===== config.mk =====
export PLATFORM = sky130hd
export DESIGN_NAME = ovs_supervisor
export DESIGN_NICKNAME = d
export VERILOG_FILES = /design/src/ovs_pkg.sv /design/src/ovs_tmr_if.sv /design/src/ovs_supervisor.sv /design/src/ovs_sync.sv /design/src/ovs_persist_timer.sv
export SDC_FILE = /design/constraint.sdc
export NUM_CORES = 1
export LEC_CHECK = 0
export BUFFER_PORTS_ARGS = -buffer_cell sky130_fd_sc_hd__buf_2
export CAP_MARGIN = 20
export CORE_AREA = 2 2 123 125
export CTS_CLUSTER_DIAMETER = 50
export DETAILED_ROUTE_END_ITERATION = 8
export DIE_AREA = 0 0 125 127
export GPL_TIMING_DRIVEN = 0
export PLACE_DENSITY_LB_ADDON = 0.1
export SETUP_SLACK_MARGIN = 0.05
export SYNTH_ARGS = -nofsm -noshare
export SYNTH_HDL_FRONTEND = slang
export SYNTH_SLANG_ARGS = --single-unit

===== constraint.sdc =====
create_clock -name clk -period 5.1 [get_ports clk]
set_input_delay 1.53 -clock clk [delete_from_list [all_inputs] [get_ports clk]]
set_output_delay 1.53 -clock clk [all_outputs]
set_load 0.01 [all_outputs]

===== src/ovs_pkg.sv =====
`default_nettype none
package ovs_pkg;
	localparam int          DATA_W        = 32;
	localparam int          LOAD_W        = 16;
	localparam int          TMR_W         = 16;
	localparam int          CLK_HZ        = 20_000_000;
	localparam int          TICK_MS       = 10;
	localparam int          TICK_CYCLES   = TICK_MS * (CLK_HZ / 1000);

	localparam logic [7:0]  ADDR_CONFIG   = 8'h00;
	localparam logic [7:0]  ADDR_LEVEL    = 8'h04;
	localparam logic [7:0]  ADDR_TIMER    = 8'h08;
	localparam logic [7:0]  ADDR_STATE    = 8'h0c;
	localparam logic [7:0]  ADDR_IRQ_STAT = 8'h10;
	localparam logic [7:0]  ADDR_IRQ_MASK = 8'h14;

	localparam int          CFG_SRC_BIT   = 0;
	localparam int          CFG_MODE_LSB  = 1;
	localparam int          CFG_GATE_LSB  = 3;
	localparam int          ST_TRIP_BIT   = 0;
	localparam int          ST_ALARM_BIT  = 1;
	localparam int          ST_COND_BIT   = 2;
	localparam int          ST_RUN_BIT    = 3;
	localparam int          ST_MODE_LSB   = 4;
	localparam int          IRQ_TRIP_BIT  = 0;
	localparam int          IRQ_REL_BIT   = 1;
	localparam int          IRQ_W         = 2;

	localparam logic [LOAD_W-1:0] LEVEL_RST = 16'h0096;
	localparam logic [TMR_W-1:0]  TIMER_RST = 16'h0000;

	typedef enum logic [1:0] {
		OVS_MODE_OFF     = 2'b00,
		OVS_MODE_RAMP    = 2'b01,
		OVS_MODE_COAST   = 2'b10,
		OVS_MODE_STOPPER = 2'b11
	} ovs_mode_t;

	typedef enum logic [1:0] {
		OVS_GATE_CONST_DEC = 2'b00,
		OVS_GATE_CONST     = 2'b01,
		OVS_GATE_ALL       = 2'b10,
		OVS_GATE_NONE      = 2'b11
	} ovs_gate_t;

	localparam logic OVS_SRC_TORQUE  = 1'b0;
	localparam logic OVS_SRC_CURRENT = 1'b1;
endpackage
`default_nettype wire


===== src/ovs_tmr_if.sv =====
`default_nettype none
interface ovs_tmr_if;
	import ovs_pkg::*;
	logic              restart;
	logic              tick;
	logic [TMR_W-1:0]  limit;
	logic              expired;
	modport owner (output restart, output tick, output limit,
		input expired);
	modport timer (input restart, input tick, input limit,
		output expired);
endinterface
`default_nettype wire


===== src/ovs_supervisor.sv =====
// Local design decisions: the placing of the registers and the AHB-Lite register port.
`default_nettype none
// Operation
// - Level held past timer triggers chosen action
// - Source select: 0 torque driving, 1 current
// - Level in percent of rated value
// - Mode 0 never takes any action
// - Mode 1 ramps down by deceleration time
// - Mode 2 cuts output, motor coasts
// - Mode 3 limited decel then holds torque
// - Alarm asserted while stopper action holds
// - Trip latched until run command cycles
// - Mode 3 overrides external torque limit
// - Gate: 0 const/decel, 1 const, 2 all
// - Modes 1 and 2 wait the timer, up to one tick short
// - Mode 3 acts immediately, ignores timer
module ovs_supervisor #(
	parameter int TICK_CYCLES = ovs_pkg::TICK_CYCLES
) (
	input  wire logic                        clk,
	input  wire logic                        sys_rst,
	input  wire logic                        hsel,
	input  wire logic [31:0]                 haddr,
	input  wire logic [1:0]                  htrans,
	input  wire logic                        hwrite,
	input  wire logic [2:0]                  hsize,
	input  wire logic [31:0]                 hwdata,
	input  wire logic                        hready,
	output var  logic [31:0]                 hrdata,
	output var  logic                        hreadyout,
	output var  logic                        hresp,
	input  wire logic                        run_cmd,
	input  wire logic [ovs_pkg::LOAD_W-1:0]  torque_drive_pct,
	input  wire logic [ovs_pkg::LOAD_W-1:0]  current_pct,
	input  wire logic                        accelerating,
	input  wire logic                        decelerating,
	output var  logic                        ramp_stop,
	output var  logic                        output_cutoff,
	output var  logic                        stopper_hold,
	output var  logic                        own_torque_limit,
	output var  logic                        accel_block,
	output var  logic                        overload_alarm_a,
	output var  logic                        overload_alarm_b,
	output var  logic                        irq
);
	import ovs_pkg::*;

	// Software view of the registers, one word each, fields in the low
	// bits and all other bits reading zero:
	//   config  source select, stop mode, detection gate;
	//   level   detection level in percent of the rated value;
	//   timer   persistence time in ticks of the prescaler;
	//   state   read only: trip, alarm, condition, run and trip mode;
	//   status  sticky events, trip and release, cleared by a one;
	//   mask    which status events raise the interrupt.
	// Unmapped words read zero and ignore writes, and the slave never
	// stretches a transfer, so every access takes two bus cycles.
	typedef struct packed {
		logic                load_source_select;
		ovs_mode_t           overload_stop_mode;
		ovs_gate_t           detect_state_gate;
		logic [LOAD_W-1:0]   overload_level_pct;
		logic [TMR_W-1:0]    overload_persist_timer;
		logic [7:0]          dp_addr;
		logic                dp_write;
		logic                dp_valid;
		logic                tripped;
		ovs_mode_t           trip_mode;
		logic [IRQ_W-1:0]    irq_status;
		logic [IRQ_W-1:0]    irq_mask;
		logic [31:0]         presc;
		logic                tick;
	} ovs_state_t;

	ovs_state_t st;
	ovs_state_t next_st;

	logic              run_level;
	logic [LOAD_W-1:0] load_now;
	logic              gate_ok;
	logic              over_level;
	logic              cond;
	logic              fire;
	logic              wr_hit;
	logic [IRQ_W-1:0]  irq_set;
	logic [31:0]       rd_word;

	ovs_tmr_if tmr_bus ();

	// The run command comes from a pin, so it passes the synchroniser
	// and is seen inside three to four cycles after it moves.
	ovs_sync u_run_sync (
		.clk     (clk),
		.sys_rst (sys_rst),
		.pin     (run_cmd),
		.level   (run_level)
	);

	// The timer is cleared whenever the condition drops, and it reports
	// expiry one cycle after the count reaches the limit.
	ovs_persist_timer u_timer (
		.clk     (clk),
		.sys_rst (sys_rst),
		.tmr     (tmr_bus.timer)
	);

	// Decides whether detection may run in the present speed state.
	// Gate code 3 is spare and reads as never detect, so a stray
	// code written by software cannot arm the stop by accident.
	function automatic logic gate_allows(input ovs_gate_t g,
		input logic acc, input logic dec);
		logic steady;
		steady = !acc && !dec;
		unique case (g)
			OVS_GATE_CONST_DEC: begin
				gate_allows = steady || dec;
			end
			OVS_GATE_CONST: begin
				gate_allows = steady;
			end
			OVS_GATE_ALL: begin
				gate_allows = 1'b1;
			end
			OVS_GATE_NONE: begin
				gate_allows = 1'b0;
			end
		endcase
	endfunction

	// Both quantities arrive already scaled to percent of motor rating.
	always_comb begin
		if (st.load_source_select == OVS_SRC_CURRENT) begin
			load_now = current_pct;
		end else begin
			load_now = torque_drive_pct;
		end
	end

	assign gate_ok = gate_allows(st.detect_state_gate,
		accelerating, decelerating);
	assign over_level = load_now > st.overload_level_pct;
	// Detection runs only while the synchronised run command is up and
	// no trip is latched, so a new trip needs the run command to go low
	// and high again first.
	assign cond = run_level && !st.tripped && gate_ok && over_level
		&& (st.overload_stop_mode != OVS_MODE_OFF);

	// Drops in load or gate restart the persistence count.
	assign tmr_bus.restart = !cond;
	assign tmr_bus.tick = st.tick;
	assign tmr_bus.limit = st.overload_persist_timer;

	// The stopper mode skips the timer: waiting would only let the
	// motor push against the stopper at full torque for longer.
	always_comb begin
		unique case (st.overload_stop_mode)
			OVS_MODE_STOPPER: begin
				fire = cond;
			end
			OVS_MODE_RAMP, OVS_MODE_COAST: begin
				fire = cond && tmr_bus.expired;
			end
			OVS_MODE_OFF: begin
				fire = 1'b0;
			end
		endcase
	end

	// Writes land at the end of the data phase, while hwdata stands.
	assign wr_hit = st.dp_valid && st.dp_write;

	// The release event lasts a single cycle, because the trip clears
	// on the edge after the synchronised run command is seen low.
	always_comb begin
		irq_set = '0;
		irq_set[IRQ_TRIP_BIT] = fire;
		irq_set[IRQ_REL_BIT] = st.tripped && !run_level;
	end

	// The state word shows live detection, so software can watch a trip
	// building up before the timer runs out.
	always_comb begin
		rd_word = '0;
		unique case (st.dp_addr)
			ADDR_CONFIG: begin
				rd_word[CFG_SRC_BIT] = st.load_source_select;
				rd_word[CFG_MODE_LSB +: 2] = st.overload_stop_mode;
				rd_word[CFG_GATE_LSB +: 2] = st.detect_state_gate;
			end
			ADDR_LEVEL: begin
				rd_word[LOAD_W-1:0] = st.overload_level_pct;
			end
			ADDR_TIMER: begin
				rd_word[TMR_W-1:0] = st.overload_persist_timer;
			end
			ADDR_STATE: begin
				rd_word[ST_TRIP_BIT] = st.tripped;
				rd_word[ST_ALARM_BIT] = overload_alarm_a;
				rd_word[ST_COND_BIT] = cond;
				rd_word[ST_RUN_BIT] = run_level;
				rd_word[ST_MODE_LSB +: 2] = st.trip_mode;
			end
			ADDR_IRQ_STAT: begin
				rd_word[IRQ_W-1:0] = st.irq_status;
			end
			ADDR_IRQ_MASK: begin
				rd_word[IRQ_W-1:0] = st.irq_mask;
			end
			default: begin
				rd_word = '0;
			end
		endcase
	end

	always_comb begin
		next_st = st;
		next_st.tick = 1'b0;
		// The tick prescaler runs free, so the first tick after the
		// condition appears may come early: the hold time is the set
		// count less up to one tick period.
		if (st.presc >= 32'(TICK_CYCLES - 1)) begin
			next_st.presc = '0;
			next_st.tick = 1'b1;
		end else begin
			next_st.presc = st.presc + 32'h0000_0001;
		end

		// Address phase capture; the slave never inserts wait states.
		if (hready) begin
			next_st.dp_valid = hsel && htrans[1];
			next_st.dp_write = hwrite;
			next_st.dp_addr = haddr[7:0];
		end

		if (wr_hit) begin
			unique case (st.dp_addr)
				ADDR_CONFIG: begin
					next_st.load_source_select = hwdata[CFG_SRC_BIT];
					next_st.overload_stop_mode =
						ovs_mode_t'(hwdata[CFG_MODE_LSB +: 2]);
					next_st.detect_state_gate =
						ovs_gate_t'(hwdata[CFG_GATE_LSB +: 2]);
				end
				ADDR_LEVEL: begin
					next_st.overload_level_pct = hwdata[LOAD_W-1:0];
				end
				ADDR_TIMER: begin
					next_st.overload_persist_timer = hwdata[TMR_W-1:0];
				end
				ADDR_IRQ_MASK: begin
					next_st.irq_mask = hwdata[IRQ_W-1:0];
				end
				default: ;
			endcase
		end

		// A fresh event in the clearing cycle survives the write of one.
		if (wr_hit && st.dp_addr == ADDR_IRQ_STAT) begin
			next_st.irq_status = (st.irq_status & ~hwdata[IRQ_W-1:0])
				| irq_set;
		end else begin
			next_st.irq_status = st.irq_status | irq_set;
		end

		// The action mode is frozen at the trip so that a later config
		// write cannot turn a coasting stop into a restart.
		if (st.tripped) begin
			if (!run_level) begin
				next_st.tripped = 1'b0;
				next_st.trip_mode = OVS_MODE_OFF;
			end
		end else if (fire) begin
			next_st.tripped = 1'b1;
			next_st.trip_mode = st.overload_stop_mode;
		end
	end

	always_ff @(posedge clk) begin
		if (sys_rst) begin
			st <= '{
				load_source_select:     OVS_SRC_TORQUE,
				overload_stop_mode:     OVS_MODE_OFF,
				detect_state_gate:      OVS_GATE_CONST_DEC,
				overload_level_pct:     LEVEL_RST,
				overload_persist_timer: TIMER_RST,
				dp_addr:                8'h00,
				dp_write:               1'b0,
				dp_valid:               1'b0,
				tripped:                1'b0,
				trip_mode:              OVS_MODE_OFF,
				irq_status:             '0,
				irq_mask:               '0,
				presc:                  32'h0000_0000,
				tick:                   1'b0
			};
		end else begin
			st <= next_st;
		end
	end

	// Read data is driven only in a read data phase, zero otherwise.
	always_comb begin
		hrdata = '0;
		if (st.dp_valid && !st.dp_write) begin
			hrdata = rd_word;
		end
	end

	assign hreadyout = 1'b1;
	assign hresp = 1'b0;

	// The stop outputs stay up for as long as the trip is latched,
	// which also keeps the drive from accelerating again.
	always_comb begin
		ramp_stop = 1'b0;
		output_cutoff = 1'b0;
		stopper_hold = 1'b0;
		if (st.tripped) begin
			unique case (st.trip_mode)
				OVS_MODE_RAMP: begin
					ramp_stop = 1'b1;
				end
				OVS_MODE_COAST: begin
					output_cutoff = 1'b1;
				end
				OVS_MODE_STOPPER: begin
					// Holding torque ends with the run command, so the
					// brake must already be set by then.
					stopper_hold = 1'b1;
				end
				OVS_MODE_OFF: begin
					ramp_stop = 1'b0;
				end
			endcase
		end
	end

	// In stopper mode the block's own limit replaces any external
	// driving torque limit for as long as the hold lasts.
	assign own_torque_limit = stopper_hold;
	assign accel_block = st.tripped;
	assign overload_alarm_a = stopper_hold;
	assign overload_alarm_b = stopper_hold;
	assign irq = |(st.irq_status & st.irq_mask);
endmodule
`default_nettype wire


===== src/ovs_sync.sv =====
`default_nettype none
module ovs_sync (
	input  wire logic clk,
	input  wire logic sys_rst,
	input  wire logic pin,
	output var  logic level
);
	typedef struct packed {
		logic s1;
		logic s2;
		logic s3;
		logic q;
	} ovs_sync_t;

	ovs_sync_t st;
	ovs_sync_t next_st;

	// The filtered level moves only when the second and third stages agree.
	always_comb begin
		next_st = st;
		next_st.s1 = pin;
		next_st.s2 = st.s1;
		next_st.s3 = st.s2;
		if (st.s2 == st.s3) begin
			next_st.q = st.s3;
		end
	end

	always_ff @(posedge clk) begin
		if (sys_rst) begin
			st <= '0;
		end else begin
			st <= next_st;
		end
	end

	assign level = st.q;
endmodule
`default_nettype wire


===== src/ovs_persist_timer.sv =====
`default_nettype none
module ovs_persist_timer (
	input  wire logic clk,
	input  wire logic sys_rst,
	ovs_tmr_if.timer  tmr
);
	import ovs_pkg::*;

	typedef struct packed {
		logic [TMR_W-1:0] cnt;
		logic             done;
	} ovs_ptmr_t;

	ovs_ptmr_t st;
	ovs_ptmr_t next_st;

	always_comb begin
		next_st = st;
		if (tmr.restart) begin
			next_st.cnt  = '0;
			next_st.done = 1'b0;
		end else if (st.cnt >= tmr.limit) begin
			next_st.done = 1'b1;
		end else if (tmr.tick) begin
			next_st.cnt = st.cnt + 16'h0001;
		end
	end

	always_ff @(posedge clk) begin
		if (sys_rst) begin
			st <= '0;
		end else begin
			st <= next_st;
		end
	end

	assign tmr.expired = st.done;
endmodule
`default_nettype wire


==> flow_summary.json <==
{
  "dr.pass1.iters": 5,
  "start_util_pct": 39.3,
  "ys_types": 50,
  "synthesis.area_um2": 5670,
  "grt_pass1_vias": 4581,
  "finalCriticalPeriod_ps": 5050,
  "synthFlopType": "dfxtp_1",
  "path_cells": "buf_6 > mux2_4 > ha_4 > nand4_1 > nor3_4 > o31ai_4 > nand4_1 > a31oi_2 > nor3_2 > buf_2",
  "drv_slew": 0,
  "synth.yosys.seq_area_share_pct": 38.1,
  "max_cap_viol_count": 0,
  "dieHeight_um": 127,
  "root_buffer": "clkbuf_16",
  "routed_via_density": 4.99,
  "hold_path.class": "register to register",
  "clk_latency_ps": 350,
  "finalCritPeriodShare_pct": 99.0,
  "slew_headroom_pct": 56.4,
  "path_class": "input pin to output port",
  "dieArea_um2": 15900,
  "ioPinCount": 151,
  "p_leak_nw": 2.68,
  "crit_path_max_incr_delay_ps": 330,
  "grt_pass1_wl_um": 22400,
  "topRoutingLayerUsed": "met4",
  "setup-violations-final": 0,
  "drt-met1-wl_um": 6300,
  "row_count": 44,
  "wl_met3_um": 692,
  "dp_slack_ps": -326,
  "final_net_count": 907,
  "layout_common_cells": "dfxtp_1, nor2_1, buf_2",
  "met2_length_um": 6520,
  "setup_ws_ps": 50.2,
  "outcome": "finished, final reports clean",
  "fp.dieW_um": 125,
  "placed_cells": 934,
  "stdcell_count": 950,
  "area_delta_synth_final_pct": 21.7,
  "overflow": 0,
  "wirelength_um": 13600,
  "skew_ps": 8.70,
  "cp_max_fo": 2,
  "mostFrequentLayoutCell": "dfxtp_1",
  "clockBufferDepth": 2,
  "coreArea_um2": 14400,
  "antenna_cells": 0,
  "slowest_stage": "nor3_4",
  "drc": 0,
  "end_kind": "output port",
  "fmax_mhz": 198,
  "port_buffers": 87,
  "fin_util_pct": 47.8,
  "hold_buffers": 0,
  "avgRoutedWirePerCell_um": 14.3,
  "ys_ff_latch": 108,
  "rsz0062_at_grt": "true",
  "cts.sinks": 108,
  "cp-start-kind": "input pin",
  "avgSynthCellArea_um2": 8.96,
  "clkSlewWorstSetupHoldPaths_ps": 70,
  "synth_edf_count": 0,
  "arrival_ps": 3520,
  "final-hold-violation-count": 0,
  "place_hpwl_um": 10600,
  "worstPathRequired_ps": 3570,
  "gp_congestion": 0.835,
  "grt_usage_pct": 17.3,
  "yosysWarnings": 0,
  "antenna_left": 0,
  "num_vias": 4741,
  "cts_tree": "done",
  "htreeDepth": 3,
  "drt_iter0_drc": 249,
  "ys_async_sr_fraction_pct": 0,
  "grt_max_degree": 18,
  "cts_buffers": 9,
  "p_total_mw": 1.67,
  "grt_antenna_before_repair": 0,
  "synthCells": 633,
  "whs_ps": 440,
  "layout-drive-gt1-share_pct": 22.8,
  "vdd_drop_max_v": 0.000206,
  "p_per_area_nw_per_um2": 243,
  "crit_top_cell": "nand4_1",
  "worst_slew_pin_slew_ps": 654
}
routing by layer:
| layer | vias up | GRT usage (%) |
|---|---|---|
| met1 | 2210 | 22.2 |
| li1 | 2409 | - |
| met4 | 0 | 3.92 |
| met3 | 10 | 4.56 |
| met2 | 112 | 29.5 |
| met5 | - | 0 |
through the flow:
stage          setup TNS, ps  cell area (um2)
2_1_floorplan              0             5780
3_3_place_gp            -292             6450
3_5_place_dp            -326             6450
4_1_cts                    0             6770
5_1_grt                    0             6900
6_report                   0             6900
state kept, by name (all words and copies together), names as in the netlist:
signal / count
u_timer.tmr.expired: 1
u_run_sync.level: 1
st: 69
u_run_sync.st: 1
u_timer.st: 16
accel_block: 1
tmr_bus.tick: 1
u_run_sync.next_st: 2
tmr_bus.limit: 16
Yosys cell counts (10+ instances only):
library cell,instances,share of area (%)
a21oi_1,35,3.1
a22oi_1,12,1.6
buf_4,23,3.0
clkbuf_1,22,1.5
dfxtp_1,108,38
ha_1,36,7.9
inv_1,36,2.4
mux2_2,17,3.4
mux2i_1,46,8.1
nand2_1,33,2.2
nand3_1,16,1.4
nand4_1,14,1.5
nor2_1,101,6.7
o21ai_0,11,0.97
o31ai_1,14,1.9
or4_1,14,1.9
xor2_1,10,1.5
area by class of cell:
cell class,count,area (um2)
multi-input combinational,469,3320
fill,1485,7530
sequential,108,2160
tap,184,230
buffer,49,297
clock buffer,9,225
timing repair buffer,89,463
inverter,36,135
clock inverter,6,65.1
critical path, delay by kind of cell:
family                   cells  cell delay [ps]
AO/OA/AOI/OAI                2              250
AND/OR/NAND/NOR              4              920
adder cells (fa/ha/maj)      1              270
buffers and inverters        2              260
multiplexers                 1              280
cells by family after synthesis:
logic type,Yosys count,share of synthesized area [%]
xor gates and xnor gates,16,2.47
and+or+nand+nor,227,20.4
buffers and inverters,86,7.66
DFF,108,38.1
adders and majority gates,36,7.95
AOI/OAI and AO/OA,91,10.2
other,2,0.132
muxes,67,13.1
power breakdown:
| part | switching (mW) | internal, mW | total [mW] |
|---|---|---|---|
| logic | 0.0642 | 0.0605 | 0.125 |
| clock network | 0.311 | 0.379 | 0.690 |
| registers | 0.00550 | 0.855 | 0.860 |
final timing paths:
| kind | start | end | slack [ps] | cells past startpoint |
|---|---|---|---|---|
| max | torque_drive_pct[10] | hrdata[2] | 50 | 10 |
| min | u_run_sync.next_st[2] | u_run_sync.next_st[1] | 440 | 1 |
| max reg2reg | st[86] | u_timer.st[9] | 1560 | 11 |
| min reg2reg | u_run_sync.next_st[2] | u_run_sync.next_st[1] | 440 | 1 |
timing repair:
item	CTS	global route
setup endpoints to repair	1	1
pin swaps	4	9
endpoints found under the hold margin	0	0
resized for setup	6	14
setup buffers	1	1
(Power assumes the default switching activity.)
